`src/include/dma_usage_pkg.sv`:
```
// package: shared constants and types of the dma channel controller
// assumes bus clock = core_clk; peripheral clock derived as a whole ratio of it
package dma_usage_pkg;
	localparam int NUM_CH = 4;
	localparam int CNT_W = 16;
	localparam int NUM_TIMER_BITS = 5;
	// request source codes per channel
	localparam logic [2:0] SRC_AUTO = 3'h0;
	localparam logic [2:0] SRC_EXT = 3'h1;
	localparam logic [2:0] SRC_SERIAL_TX = 3'h2;
	localparam logic [2:0] SRC_SERIAL_RX = 3'h3;
	localparam logic [2:0] SRC_ADC = 3'h4;
	localparam logic [2:0] SRC_TIMER = 3'h5;
	// internal-to-bus clock ratio codes
	localparam logic [1:0] RATIO_1_1 = 2'h0;
	localparam logic [1:0] RATIO_1_2 = 2'h1;
	localparam logic [1:0] RATIO_1_3 = 2'h2;
	localparam logic [1:0] RATIO_1_4 = 2'h3;
	// on-chip ram access cycles, in bus cycles
	localparam logic [1:0] RAM_RD_1_1 = 2'h3;
	localparam logic [1:0] RAM_WR_1_1 = 2'h3;
	localparam logic [1:0] RAM_RD_1_2 = 2'h2;
	localparam logic [1:0] RAM_WR_1_2 = 2'h1;
	localparam logic [1:0] RAM_RD_1_4 = 2'h1;
	localparam logic [1:0] RAM_WR_1_4 = 2'h1;
	localparam logic [1:0] EXT_ACCESS_CYC = 2'h1;
	// decision latencies: bus cycles and peripheral cycles
	localparam int TRANSFER_REQUEST_IN_DECIDE_BCYC = 3;
	localparam int PERIPH_DECIDE_PCYC = 1;
	localparam int NMI_STOP_BCYC = 1;
	localparam int NMI_STOP_PCYC = 3;
	localparam int PCLK_DIV_DEFAULT = 2;
	typedef enum logic [4:0] {
		ST_IDLE = 5'b00001,
		ST_WAIT_BUS = 5'b00010,
		ST_READ = 5'b00100,
		ST_WRITE = 5'b01000,
		ST_RELEASE = 5'b10000
	} engine_state_type;
endpackage

```
`src/include/req_if.sv`:
```
// interface: pending requests from the request latch to the transfer engine
// assumes both ends run on core_clk
`timescale 1ns/1ps
interface req_if;
	import dma_usage_pkg::*;
	logic [NUM_CH-1:0] pending;
	logic [NUM_CH-1:0] level_ext;
	logic [NUM_CH-1:0] accept;
	modport latch (output pending, output level_ext, input accept);
	modport engine (input pending, input level_ext, output accept);
endinterface

```
`src/request_latch.sv`:
```
// request latch: decides and holds per-channel transfer requests
// assumes request pins and peripheral irqs are synchronous to core_clk
`timescale 1ns/1ps
module request_latch
	import dma_usage_pkg::*;
#(
	parameter int PCLK_DIV = PCLK_DIV_DEFAULT
) (
	input wire logic core_clk,
	input wire logic rst,
	input wire logic [NUM_CH*3-1:0] ch_source,
	input wire logic [NUM_CH-1:0] transfer_request_in,
	input wire logic serial_tx_irq,
	input wire logic serial_rx_irq,
	input wire logic adc_end_irq,
	input wire logic [NUM_CH-1:0] timer_req,
	req_if.latch req
);
	localparam int PDEC = PERIPH_DECIDE_PCYC * PCLK_DIV;
	logic [TRANSFER_REQUEST_IN_DECIDE_BCYC-1:0] ext_pipe [NUM_CH];
	logic [NUM_CH-1:0] held;
	logic [7:0] decide_cnt [NUM_CH];
	logic [NUM_CH-1:0] periph_hit;
	logic [NUM_CH-1:0] is_ext;

	for (genvar c = 0; c < NUM_CH; c++) begin : g_ch
		wire logic [2:0] src = ch_source[c*3 +: 3];
		// irqs are captured whatever the channel enable says, so a stale
		// irq still becomes a transfer later
		assign periph_hit[c] = (src == SRC_SERIAL_TX && serial_tx_irq) ||
			(src == SRC_SERIAL_RX && serial_rx_irq) ||
			(src == SRC_ADC && adc_end_irq) ||
			(src == SRC_TIMER && timer_req[c]) ||
			(src == SRC_AUTO); // RQ13
		assign is_ext[c] = (src == SRC_EXT);
		assign req.level_ext[c] = ext_pipe[c][TRANSFER_REQUEST_IN_DECIDE_BCYC-1];
		assign req.pending[c] = is_ext[c] ? ext_pipe[c][TRANSFER_REQUEST_IN_DECIDE_BCYC-1] :
			(held[c] && decide_cnt[c] == 8'h00);

		// request pin decided after three bus cycles
		always_ff @(posedge core_clk or posedge rst) begin
			if (rst) begin
				ext_pipe[c] <= '0;
			end else begin
				ext_pipe[c] <= {ext_pipe[c][TRANSFER_REQUEST_IN_DECIDE_BCYC-2:0], transfer_request_in[c]}; // RQ12
			end
		end

		// held request: a new irq wins over the accept in the same cycle
		always_ff @(posedge core_clk or posedge rst) begin
			if (rst) begin
				held[c] <= 1'b0;
			end else begin
				held[c] <= (held[c] && !req.accept[c]) || (periph_hit[c] && !is_ext[c]); // RQ13
			end
		end

		// one peripheral cycle before a held request counts
		always_ff @(posedge core_clk or posedge rst) begin
			if (rst) begin
				decide_cnt[c] <= 8'h00;
			end else if (periph_hit[c] && !held[c]) begin
				decide_cnt[c] <= 8'(PDEC - 1); // RQ12
			end else if (decide_cnt[c] != 8'h00) begin
				decide_cnt[c] <= decide_cnt[c] - 8'h01;
			end
		end
	end
endmodule

```
`src/dma_channel_ctrl.sv`:
```
// four-channel dma activation and transfer engine (top)
// assumes all config ports are stable while the channel enable is high
// Notes on behaviour
// RQ1 - acknowledge only while this engine owns bus
// RQ2 - software avoids mixed burst/steal acknowledge hazard
// RQ3 - no 1:1/3 or 1:1/4 peripheral ratios
// RQ4 - disabled after reset until standby cancelled
// RQ5 - no standby entry while transfers active
// RQ6 - no transfers targeting controller registers
// RQ7 - serial transmit-end flag is not transfer end
// RQ8 - clear enable before changing channel control
// RQ9 - one on-chip source per channel only
// RQ10 - requests only after channel setup done
// RQ11 - nmi beats activation, sets nmi flag
// RQ12 - nmi stop, pin, peripheral decision latencies
// RQ13 - peripheral irqs latched as held requests
// RQ14 - enable serial-tx channel after tx-empty irq
// RQ15 - receive/adc flags cleared only by dma
// RQ16 - on-chip ram cycles follow clock ratio
// RQ17 - timer burst needs its priority bit set
// RQ18 - preferential bus access setting honoured
// RQ19 - burst holds bus; level pin may release
`timescale 1ns/1ps
module dma_channel_ctrl
	import dma_usage_pkg::*;
#(
	parameter int PCLK_DIV = PCLK_DIV_DEFAULT
) (
	input wire logic core_clk,
	input wire logic rst,
	input wire logic standby_cancel,
	input wire logic master_enable,
	input wire logic [NUM_CH-1:0] channel_enable_bit,
	input wire logic [NUM_CH-1:0] ch_burst,
	input wire logic [NUM_CH-1:0] ch_wr_ack_en,
	input wire logic [NUM_CH-1:0] ch_ram_target,
	input wire logic [NUM_CH*3-1:0] ch_source,
	input wire logic [NUM_CH*CNT_W-1:0] ch_count,
	input wire logic [NUM_CH-1:0] transfer_end_clear,
	input wire logic [1:0] clk_ratio,
	input wire logic [NUM_TIMER_BITS-1:0] timer_burst_priority_bits,
	input wire logic bus_pref_enable,
	input wire logic [NUM_CH-1:0] transfer_request_in,
	input wire logic serial_tx_irq,
	input wire logic serial_rx_irq,
	input wire logic adc_end_irq,
	input wire logic [NUM_CH-1:0] timer_req,
	input wire logic nmi_in,
	input wire logic nmi_flag_clear,
	input wire logic bus_grant,
	output logic bus_request,
	output logic bus_priority_req,
	output logic reg_access_enable,
	output logic [NUM_CH-1:0] transfer_ack_out,
	output logic [NUM_CH-1:0] transfer_end_flag,
	output logic nmi_flag,
	output logic read_active,
	output logic write_active,
	output logic [1:0] active_channel
);
	localparam logic [7:0] NMI_STOP_CYC = 8'(NMI_STOP_BCYC + NMI_STOP_PCYC * PCLK_DIV);

	req_if req ();
	engine_state_type state, next_state;
	logic standby;
	logic [1:0] cur;
	logic [1:0] winner;
	logic [1:0] cyc_left;
	logic [7:0] nmi_cnt;
	logic [NUM_CH-1:0] en_prev;
	logic [CNT_W-1:0] remaining [NUM_CH];

	// access cycles for one read or write of the current channel
	function automatic logic [1:0] access_cycles(input logic ram, input logic [1:0] ratio,
		input logic wr);
		logic [1:0] n;
		n = EXT_ACCESS_CYC;
		if (ram) begin
			unique case (ratio)
				RATIO_1_1: n = wr ? RAM_WR_1_1 : RAM_RD_1_1;
				RATIO_1_2, RATIO_1_3: n = wr ? RAM_WR_1_2 : RAM_RD_1_2;
				RATIO_1_4: n = wr ? RAM_WR_1_4 : RAM_RD_1_4;
			endcase
		end
		return n;
	endfunction

	request_latch #(.PCLK_DIV(PCLK_DIV)) u_latch (
		.core_clk(core_clk),
		.rst(rst),
		.ch_source(ch_source),
		.transfer_request_in(transfer_request_in),
		.serial_tx_irq(serial_tx_irq),
		.serial_rx_irq(serial_rx_irq),
		.adc_end_irq(adc_end_irq),
		.timer_req(timer_req),
		.req(req.latch)
	);

	// eligibility and fixed priority, channel 0 highest
	wire logic [NUM_CH-1:0] eligible = channel_enable_bit & ~transfer_end_flag & req.pending;
	wire logic run_ok = master_enable && !standby && !nmi_flag;
	wire logic start_ok = run_ok && !nmi_in && (eligible != '0); // RQ11
	assign winner = eligible[0] ? 2'h0 : eligible[1] ? 2'h1 : eligible[2] ? 2'h2 : 2'h3;
	wire logic [2:0] cur_src = ch_source[cur*3 +: 3];
	wire logic cur_burst = ch_burst[cur];
	wire logic last_unit = (remaining[cur] == {{(CNT_W-1){1'b0}}, 1'b1});
	// level-sensed pin going idle ends a burst early
	wire logic pin_dropped = (cur_src == SRC_EXT) && !req.level_ext[cur]; // RQ19
	wire logic nmi_stop = (nmi_cnt == 8'h01);
	wire logic abort = nmi_stop || standby || !master_enable;
	wire logic unit_done = (state == ST_WRITE) && (cyc_left == 2'h0);
	wire logic [1:0] rd_cyc = access_cycles(ch_ram_target[cur], clk_ratio, 1'b0); // RQ16
	wire logic [1:0] wr_cyc = access_cycles(ch_ram_target[cur], clk_ratio, 1'b1); // RQ16
	wire logic timer_pref = (cur_src == SRC_TIMER) && cur_burst &&
		timer_burst_priority_bits[cur];

	// request handshake: bus held from request until release
	assign bus_request = (state == ST_WAIT_BUS) || (state == ST_READ) || (state == ST_WRITE);
	assign reg_access_enable = !standby; // RQ4
	assign req.accept = (state == ST_IDLE && start_ok) ? (NUM_CH'(1) << winner) : '0;

	// next state of the transfer engine
	always_comb begin
		next_state = state;
		unique case (state)
			ST_IDLE: if (start_ok) next_state = ST_WAIT_BUS;
			ST_WAIT_BUS: begin
				if (abort) begin
					next_state = ST_RELEASE;
				end else if (bus_grant) begin
					next_state = ST_READ;
				end
			end
			ST_READ: begin
				if (abort) begin
					next_state = ST_RELEASE;
				end else if (cyc_left == 2'h0) begin
					next_state = ST_WRITE;
				end
			end
			ST_WRITE: begin
				if (abort) begin
					next_state = ST_RELEASE;
				end else if (cyc_left == 2'h0) begin
					// burst keeps the bus until count ends or the pin drops
					next_state = (!cur_burst || last_unit || pin_dropped) ? ST_RELEASE :
						ST_READ; // RQ19
				end
			end
			ST_RELEASE: next_state = ST_IDLE;
			default: next_state = ST_IDLE;
		endcase
	end

	// state and channel registers
	always_ff @(posedge core_clk or posedge rst) begin
		if (rst) begin
			state <= ST_IDLE;
			cur <= 2'h0;
		end else begin
			state <= next_state;
			if (state == ST_IDLE && start_ok) begin
				cur <= winner;
			end
		end
	end

	// access cycle counter, reloaded when entering a read or write
	always_ff @(posedge core_clk or posedge rst) begin
		if (rst) begin
			cyc_left <= 2'h0;
		end else if (next_state == ST_READ && state != ST_READ) begin
			cyc_left <= rd_cyc - 2'h1;
		end else if (next_state == ST_WRITE && state != ST_WRITE) begin
			cyc_left <= wr_cyc - 2'h1;
		end else if (cyc_left != 2'h0) begin
			cyc_left <= cyc_left - 2'h1;
		end
	end

	// module standby: set by reset, cancelled by software
	always_ff @(posedge core_clk or posedge rst) begin
		if (rst) begin
			standby <= 1'b1;
		end else begin
			standby <= !standby_cancel; // RQ4
		end
	end

	// nmi: sticky flag, set wins over clear; stop decided after bus+3 pclk
	always_ff @(posedge core_clk or posedge rst) begin
		if (rst) begin
			nmi_flag <= 1'b0;
			nmi_cnt <= 8'h00;
		end else begin
			nmi_flag <= nmi_in || (nmi_flag && !nmi_flag_clear); // RQ11
			if (nmi_in && nmi_cnt == 8'h00) begin
				nmi_cnt <= NMI_STOP_CYC; // RQ12
			end else if (nmi_cnt != 8'h00) begin
				nmi_cnt <= nmi_cnt - 8'h01;
			end
		end
	end

	// per-channel count and end flag
	for (genvar c = 0; c < NUM_CH; c++) begin : g_cnt
		wire logic load = channel_enable_bit[c] && !en_prev[c];
		wire logic hit = unit_done && !abort && (cur == 2'(c));
		always_ff @(posedge core_clk or posedge rst) begin
			if (rst) begin
				remaining[c] <= '0;
				transfer_end_flag[c] <= 1'b0;
			end else begin
				if (load) begin
					remaining[c] <= ch_count[c*CNT_W +: CNT_W];
				end else if (hit) begin
					remaining[c] <= remaining[c] - {{(CNT_W-1){1'b0}}, 1'b1};
				end
				transfer_end_flag[c] <= (hit && last_unit) ||
					(transfer_end_flag[c] && !transfer_end_clear[c]);
			end
		end
	end

	// registered status and acknowledge outputs
	always_ff @(posedge core_clk or posedge rst) begin
		if (rst) begin
			en_prev <= '0;
			transfer_ack_out <= '0;
			read_active <= 1'b0;
			write_active <= 1'b0;
			bus_priority_req <= 1'b0;
			active_channel <= 2'h0;
		end else begin
			en_prev <= channel_enable_bit;
			read_active <= (next_state == ST_READ);
			write_active <= (next_state == ST_WRITE);
			// ack only inside owned read/write cycles, never across a release
			transfer_ack_out <= ((next_state == ST_WRITE && ch_wr_ack_en[cur]) ||
				(next_state == ST_READ && !ch_wr_ack_en[cur])) ?
				(NUM_CH'(1) << cur) : '0; // RQ1
			bus_priority_req <= bus_request && (bus_pref_enable || timer_pref); // RQ18
			active_channel <= cur;
		end
	end
endmodule

```
`config.mk`:
```
export PLATFORM = sky130hd
export DESIGN_NAME = dma_channel_ctrl
export DESIGN_NICKNAME = d
export VERILOG_FILES = /design/src/include/dma_usage_pkg.sv /design/src/include/req_if.sv /design/src/request_latch.sv /design/src/dma_channel_ctrl.sv
export SDC_FILE = /design/constraint.sdc
export NUM_CORES = 1
export LEC_CHECK = 0
export ABC_AREA = 1
export BUFFER_PORTS_ARGS = -buffer_cell sky130_fd_sc_hd__buf_2
export CORE_MARGIN = 8
export CORE_UTILIZATION = 35
export DETAILED_ROUTE_END_ITERATION = 12
export SKIP_CTS_REPAIR_TIMING = 1
export SYNTH_ARGS = -nofsm -noshare
export SYNTH_HDL_FRONTEND = slang
export SYNTH_HIERARCHICAL = 1
export SYNTH_SLANG_ARGS = --single-unit
```
`constraint.sdc`:
```
create_clock -name core_clk -period 3 [get_ports core_clk]
set_input_delay 0.15 -clock core_clk [delete_from_list [all_inputs] [get_ports core_clk]]
set_output_delay 0.15 -clock core_clk [all_outputs]
set_load 0.005 [all_outputs]
```
# Yosys cells after proc, flatten, opt, wreduce, memory -nomap -nowiden
# Cells that the tools add are included.
[totals]
regBits = 148
latch_bits = 0
ramBits = 0
romBits = 0
out_inout_bits = 16
elab_cells = 308
memories = 0
[op_classes]
n_addsub = 12
n_mul = 1
n_div = 0
magnitude_cmp = 3
n_eq_ne = 38
shift = 3
n_mux = 56
bitwise_logic = 4
reduce_logical = 159
[ops]
columns = ["op", "count"]
rows = [
  ["$mux W16", 10],
  ["$mux W8", 10],
  ["$logic_and A1 B1 Y1", 65],
  ["$sub A16 B1 Y16 const B", 4],
  ["$logic_not A8 Y1", 5],
  ["$mux W5", 8],
  ["$reduce_bool A8 Y1", 5],
  ["$sub A8 B1 Y8 const B", 5],
  ["$logic_or A1 B1 Y1", 33],
  ["$bmux W16 S2", 1],
  ["$logic_not A1 Y1", 30],
  ["$eq A3 B3 Y1 const B", 9],
  ["$eq A3 B2 Y1 const B", 8],
  ["$pmux W5 S4", 1],
  ["$reduce_bool A2 Y1", 10],
  ["$eq A16 B1 Y1 const B", 1],
  ["$eq A3 B1 Y1 const B", 5],
  ["$mux W2", 7],
  ["$logic_not A3 Y1", 4],
  ["$shiftx A12 B5 Y3", 1],
  ["$bmux W1 S2", 5],
  ["$eq A5 B3 Y1 const B", 2],
  ["$eq A5 B4 Y1 const B", 2],
  ["$mux W1", 10],
  ["other kinds (24)", 35],
]

# Longest topological paths before layout
[depth]
depth_word = 15
mapped_depth = 18

# Hierarchy
# The synthesis kept the hierarchy.
[modules_own_cells]
columns = ["mod", "n_inst", "cells_each", "area_per_inst_um2", "seq_area_each_um2"]
rows = [
  ["dma_channel_ctrl", 1, 851, 6273.5, 2504.9],
  ["request_latch", 1, 369, 2777.7, 1201.2],
]

# Least setup slack after synthesis
# OpenSTA, ideal clock, no wires.
[synth_path]
path_kind = "reg2reg"
startpoint = "register u_latch/decide_cnt[16] (netlist name)"
endpoint = "register u_latch.held[2]"
setup_time_ns = 0.131
arrival_ns = 1.929
required_ns = 2.869
slack_ns = 0.940
path_stages_with_launch = 16
path_buffers = 0
period_less_slack_ns = 2.060
path_cell_list = "dfrtp_1 > inv_1 > ha_1 > nand3_2 > nor2_8 > nand3_1 > o21ai_1 > nand2_1 > nor2_1 > nor2_1 > a31oi_1 > nand2_1 > inv_1 > nand2_1 > nor2_1 > o211ai_1"
[synth_between]
elab_chain_cells = 11
elab_cells_between_ends = 14
cone_classes = "shift: 1; mux: 4; bitwise: 1; reduce/logical: 8"
[synth_rtl]
columns = ["element", "line", "rtl"]
rows = [
  ["from (decl)", "request_latch.sv:22", "logic [7:0] decide_cnt [NUM_CH];"],
  ["from (signal, indexed assignment)", "request_latch.sv:63", "decide_cnt[c] <= 8'(PDEC - 1);"],
  ["from (signal, indexed assignment)", "request_latch.sv:65", "decide_cnt[c] <= decide_cnt[c] - 8'h01;"],
  ["$logic_not A8 Y1 *", "request_latch.sv:38", "(held[c] && decide_cnt[c] == 8'h00);"],
  ["$logic_and A1 B1 Y1 *", "request_latch.sv:38", ""],
  ["$mux W1 *", "request_latch.sv:37", "assign req.pending[c] = is_ext[c] ? ext_pipe[c][TRANSFER_REQUEST_IN_DECIDE_BCYC-1] :"],
  ["net req.pending[1]", "req_if.sv:6", "logic [NUM_CH-1:0] pending;"],
  ["$and A4 B4 Y4 *", "dma_channel_ctrl.sv:101", "wire logic [NUM_CH-1:0] eligible = channel_enable_bit & ~transfer_end_flag & req.pending;"],
  ["$mux W2 or $reduce_bool A4 Y1 (tied branches)", "dma_channel_ctrl.sv:104, dma_channel_ctrl.sv:103", ""],
  ["$mux W2 or $logic_and A1 B1 Y1 (tied branches)", "dma_channel_ctrl.sv:104, dma_channel_ctrl.sv:103", ""],
  ["$shl A1 B2 Y4 or $logic_and A1 B1 Y1 (tied branches)", "dma_channel_ctrl.sv:121", "assign req.accept = (state == ST_IDLE && start_ok) ? (NUM_CH'(1) << winner) : '0;"],
  ["$mux W4 *", "dma_channel_ctrl.sv:121", ""],
  ["net req.accept[2]", "req_if.sv:8", "logic [NUM_CH-1:0] accept;"],
  ["$logic_not A1 Y1 *", "request_latch.sv:54", "held[c] <= (held[c] && !req.accept[c]) || (periph_hit[c] && !is_ext[c]);"],
  ["$logic_and A1 B1 Y1 *", "request_latch.sv:54", ""],
  ["$logic_or A1 B1 Y1 *", "request_latch.sv:54", ""],
  ["to (signal, indexed assignment)", "request_latch.sv:54", ""],
  ["to (decl)", "request_latch.sv:21", "logic [NUM_CH-1:0] held;"],
]
# Mark *: on every way through the listed nets, which the timed path passes. The rest lies on a longest branch.
# A chain may end at the register's enable or synchronous reset.

# Final worst setup path
[layout_path]
startpoint = "register u_latch/decide_cnt[16] (netlist name)"
endpoint = "register u_latch.held[3]"
# Same word-level chain as after synthesis.

==> metrics.yaml <==
power_and_ir_drop:
  powerDensity_nw_per_um2: 702.8
  vdd_drop_max_mv: 0.3528
  clkPwrFrac_pct: 28.7
  p_sw_share_pct: 38.30
  intPower_w: 0.004754
  leakagePower_nw: 5.530
  power_switching_w: 0.002951
  seq_power_share_pct: 38.4
  combPwrFrac_pct: 32.9
drt:
  drcViolationCount: 0
  drt-pass1-iter-count: 5
  wirelength_mm: 25.07
  vias: 8479
  wire_per_inst_um: 14.43
  viasPerCell: 4.879
  drtIter0Drc: 499
  antenna_left: 0
run:
  max_cap_violations: 0
critical_path:
  critPathRequiredTime_ns: 3.29
  crit_path_start_kind: "register"
  critPathKind: "register to register"
  cp_data_arrival_time_ns: 2.75
  worstPathMaxFanout: 7
  worst_setup_path_end_kind: "register"
clock_network:
  cts-root-buf: "clkbuf_16"
  cts_num_sinks: 148
  cts_buffers: 17
  cts_buffer_depth: 2
  cts_tree: "yes"
  h-tree-depth: 4
  path_clk_slew_ns: 0.06
  clk-insertion-delay-late_ns: 0.42
timing:
  whs_ns: -0.01619
  setup_tns_ns: 0
  post-route-min-period_ns: 2.460
  relSlewSlack_pct: 30.61
  worst_slew_pin_slew_ns: 1.039
  rsz0062_at_grt: "false"
  min_period_over_period_pct: 82.00
  hold_viol_final: 5
  slew_violations: 0
  setup_violations: 0
  final.setup_skew_ns: 0.01037
  fmax_mhz: 406.5
global_routing:
  grt_pass1_vias: 8029
  grt_max_degree: 53
  grt_util_all_layers_pct: 16.14
  gr-total-overflow: 0
  grt_pass1_wl_mm: 40.70
  antenna_found_initial: 0
placement:
  port-buffer-count: 136
  hpwl_mm: 18.76
  place.gp.congestion: 0.8629
  placed_area_um2: 10080
  placedCellCount: 1679
yosys:
  synth_nets: 1359
  synth_area_um2: 9051
  ys.warnings.count: 6
  synth_edf_count: 0
  synth-seq-cells: 148
  synth-main-ff-cell: "dfrtp_1"
  seq_area_frac_synth_pct: 40.95
  syn_inst: 1220
  synth_area_per_cell_um2: 7.419
  async_reset_ff_share_pct: 100.0
  synth_cell_types: 54
layout:
  diodes: 0
  final_layout_size_suffix_gt1_share_pct: 19.89
  syn2layout_area_growth_pct: 21.12
  layout_commonest_cell: "nand2_1"
  final_nets: 1529
  stdcell_count: 1738
  final_cell_mix: "nand2_1 (274), nor2_1 (170), dfrtp_1 (146)"
  final_cell_area_um2: 10960
  fin_util_pct: 42.67
floorplanning:
  io_pins: 138
  start_util_pct: 35.23
  core_region_area_um2: 25690
  dieWidth_um: 176.8
  rows: 59
  dieArea_um2: 31260
  die_h_um: 176.8
hold_path:
  min_path_type: "input port to register"
outcome:
  violations: "negative hold slack"
  status: "finished, violations left"
[power groups by stage]
| stage | logic [W] | clock network, W | registers, W |
|---|---|---|---|
| final | 0.00253 | 0.00221 | 0.00296 |
| after global routing | 0.00292 | 0.00237 | 0.00303 |
| after CTS | 0.00252 | 0.00228 | 0.00296 |
| after detailed placement | 0.00251 | 0 | 0.00298 |
| after global placement | 0.00245 | 0 | 0.00298 |
| after floorplan | 0.00204 | 0 | 0.00284 |
[registers in the layout, summed over array words and instances, names as in the netlist, 2 cells and up]
name and flops:
state 5, nmi_cnt 8, cyc_left 2, u_latch/held 4, u_latch/req.level_ext 4, transfer_ack_out 4
remaining 64, en_prev 4, u_latch/decide_cnt 32, cur 2, u_latch/ext_pipe 8, active_channel 2
transfer_end_flag 4
[stage by stage]
step	hold WS (ns)	total power, W	worst slack [ns]
final	-0.01619	0.007705	0.5400
after detailed placement	0.2593	0.005491	0.5731
after global routing	0.000008160	0.008324	0.2522
after floorplan	0.1762	0.004876	0.2345
after CTS	-0.1921	0.007763	0.5541
after global placement	0.2594	0.005423	0.6305
[critical path, cell delays in order, from the launching register on]
cell,delay [ns]
dfrtp_1,0.37
inv_1,0.18
ha_1,0.21
nand3_2,0.14
nor2_8,0.19
nand3_1,0.08
o21ai_1,0.08
nand2_1,0.06
nor2_1,0.12
nor2_1,0.08
a31oi_1,0.21
nand2_1,0.16
inv_1,0.13
nand2_1,0.09
nor2_1,0.13
o211ai_1,0.09
[worst paths after layout]
kind / start / end / slack [ns] / depth (start not counted)
worst max register to register: u_latch/decide_cnt[16] / u_latch/held[3] / 0.54 / 15
worst max-delay path: u_latch/decide_cnt[16] / u_latch/held[3] / 0.54 / 15
worst min-delay path: ch_count[8] / remaining[56] / -0.02 / 3
worst min register to register: u_latch/ext_pipe[4] / u_latch/req.level_ext[2] / 0.35 / 0
max in group asynchronous: rst / u_latch/decide_cnt[3] / 1.79 / 3
min in group asynchronous: rst / en_prev[3] / 0.40 / 3
[synthesized netlist by cell type, drive strengths merged, types with 3 or more instances]
master	n	area (µm²)
nor2	198	902.1
a21oi	41	205.2
nand2	300	1226
dfrtp	146	3654
xor2	15	131.4
o21ai	87	439.2
o221ai	8	70.07
nand3	83	440.4
o31ai	4	30.03
buf	16	152.6
o22ai	11	68.82
o211ai	19	142.6
ha	17	212.7
o41ai	3	26.28
nor3	22	132.6
clkinv	3	11.26
a31oi	13	81.33
a32oi	5	43.79
clkbuf	11	41.29
o21bai	6	45.04
nand4	14	87.58
inv	170	650.6
nand3b	7	52.55
[cells by family after synthesis]
group	synth area share, %
muxes	0.1106
buffers and inverters	9.455
AOI/OAI and AO/OA	13.74
adders and majority gates	2.350
and+or+nand+nor	31.85
DFF	40.95
xor gates and xnor gates	1.548
[routing by layer]
layer / track usage [%] / vias up / share of wire, %
met5: 0 / - / 0
met4: 4.203 / 0 / 1.5
met3: 4.160 / 25 / 5.5
met2: 25.22 / 222 / 45
met1: 21.85 / 3911 / 48
li1: - / 4321 / -
[cell type report]
cell class	instances	area [µm²]
multi-input combinational	872	4489
clock inverter	14	178.9
sequential	148	3706
clock buffer	18	429.2
timing repair buffer	178	1076
tap	335	419.2
inverter	173	664.4
fill	2608	14730
(Power assumes the default switching activity.)
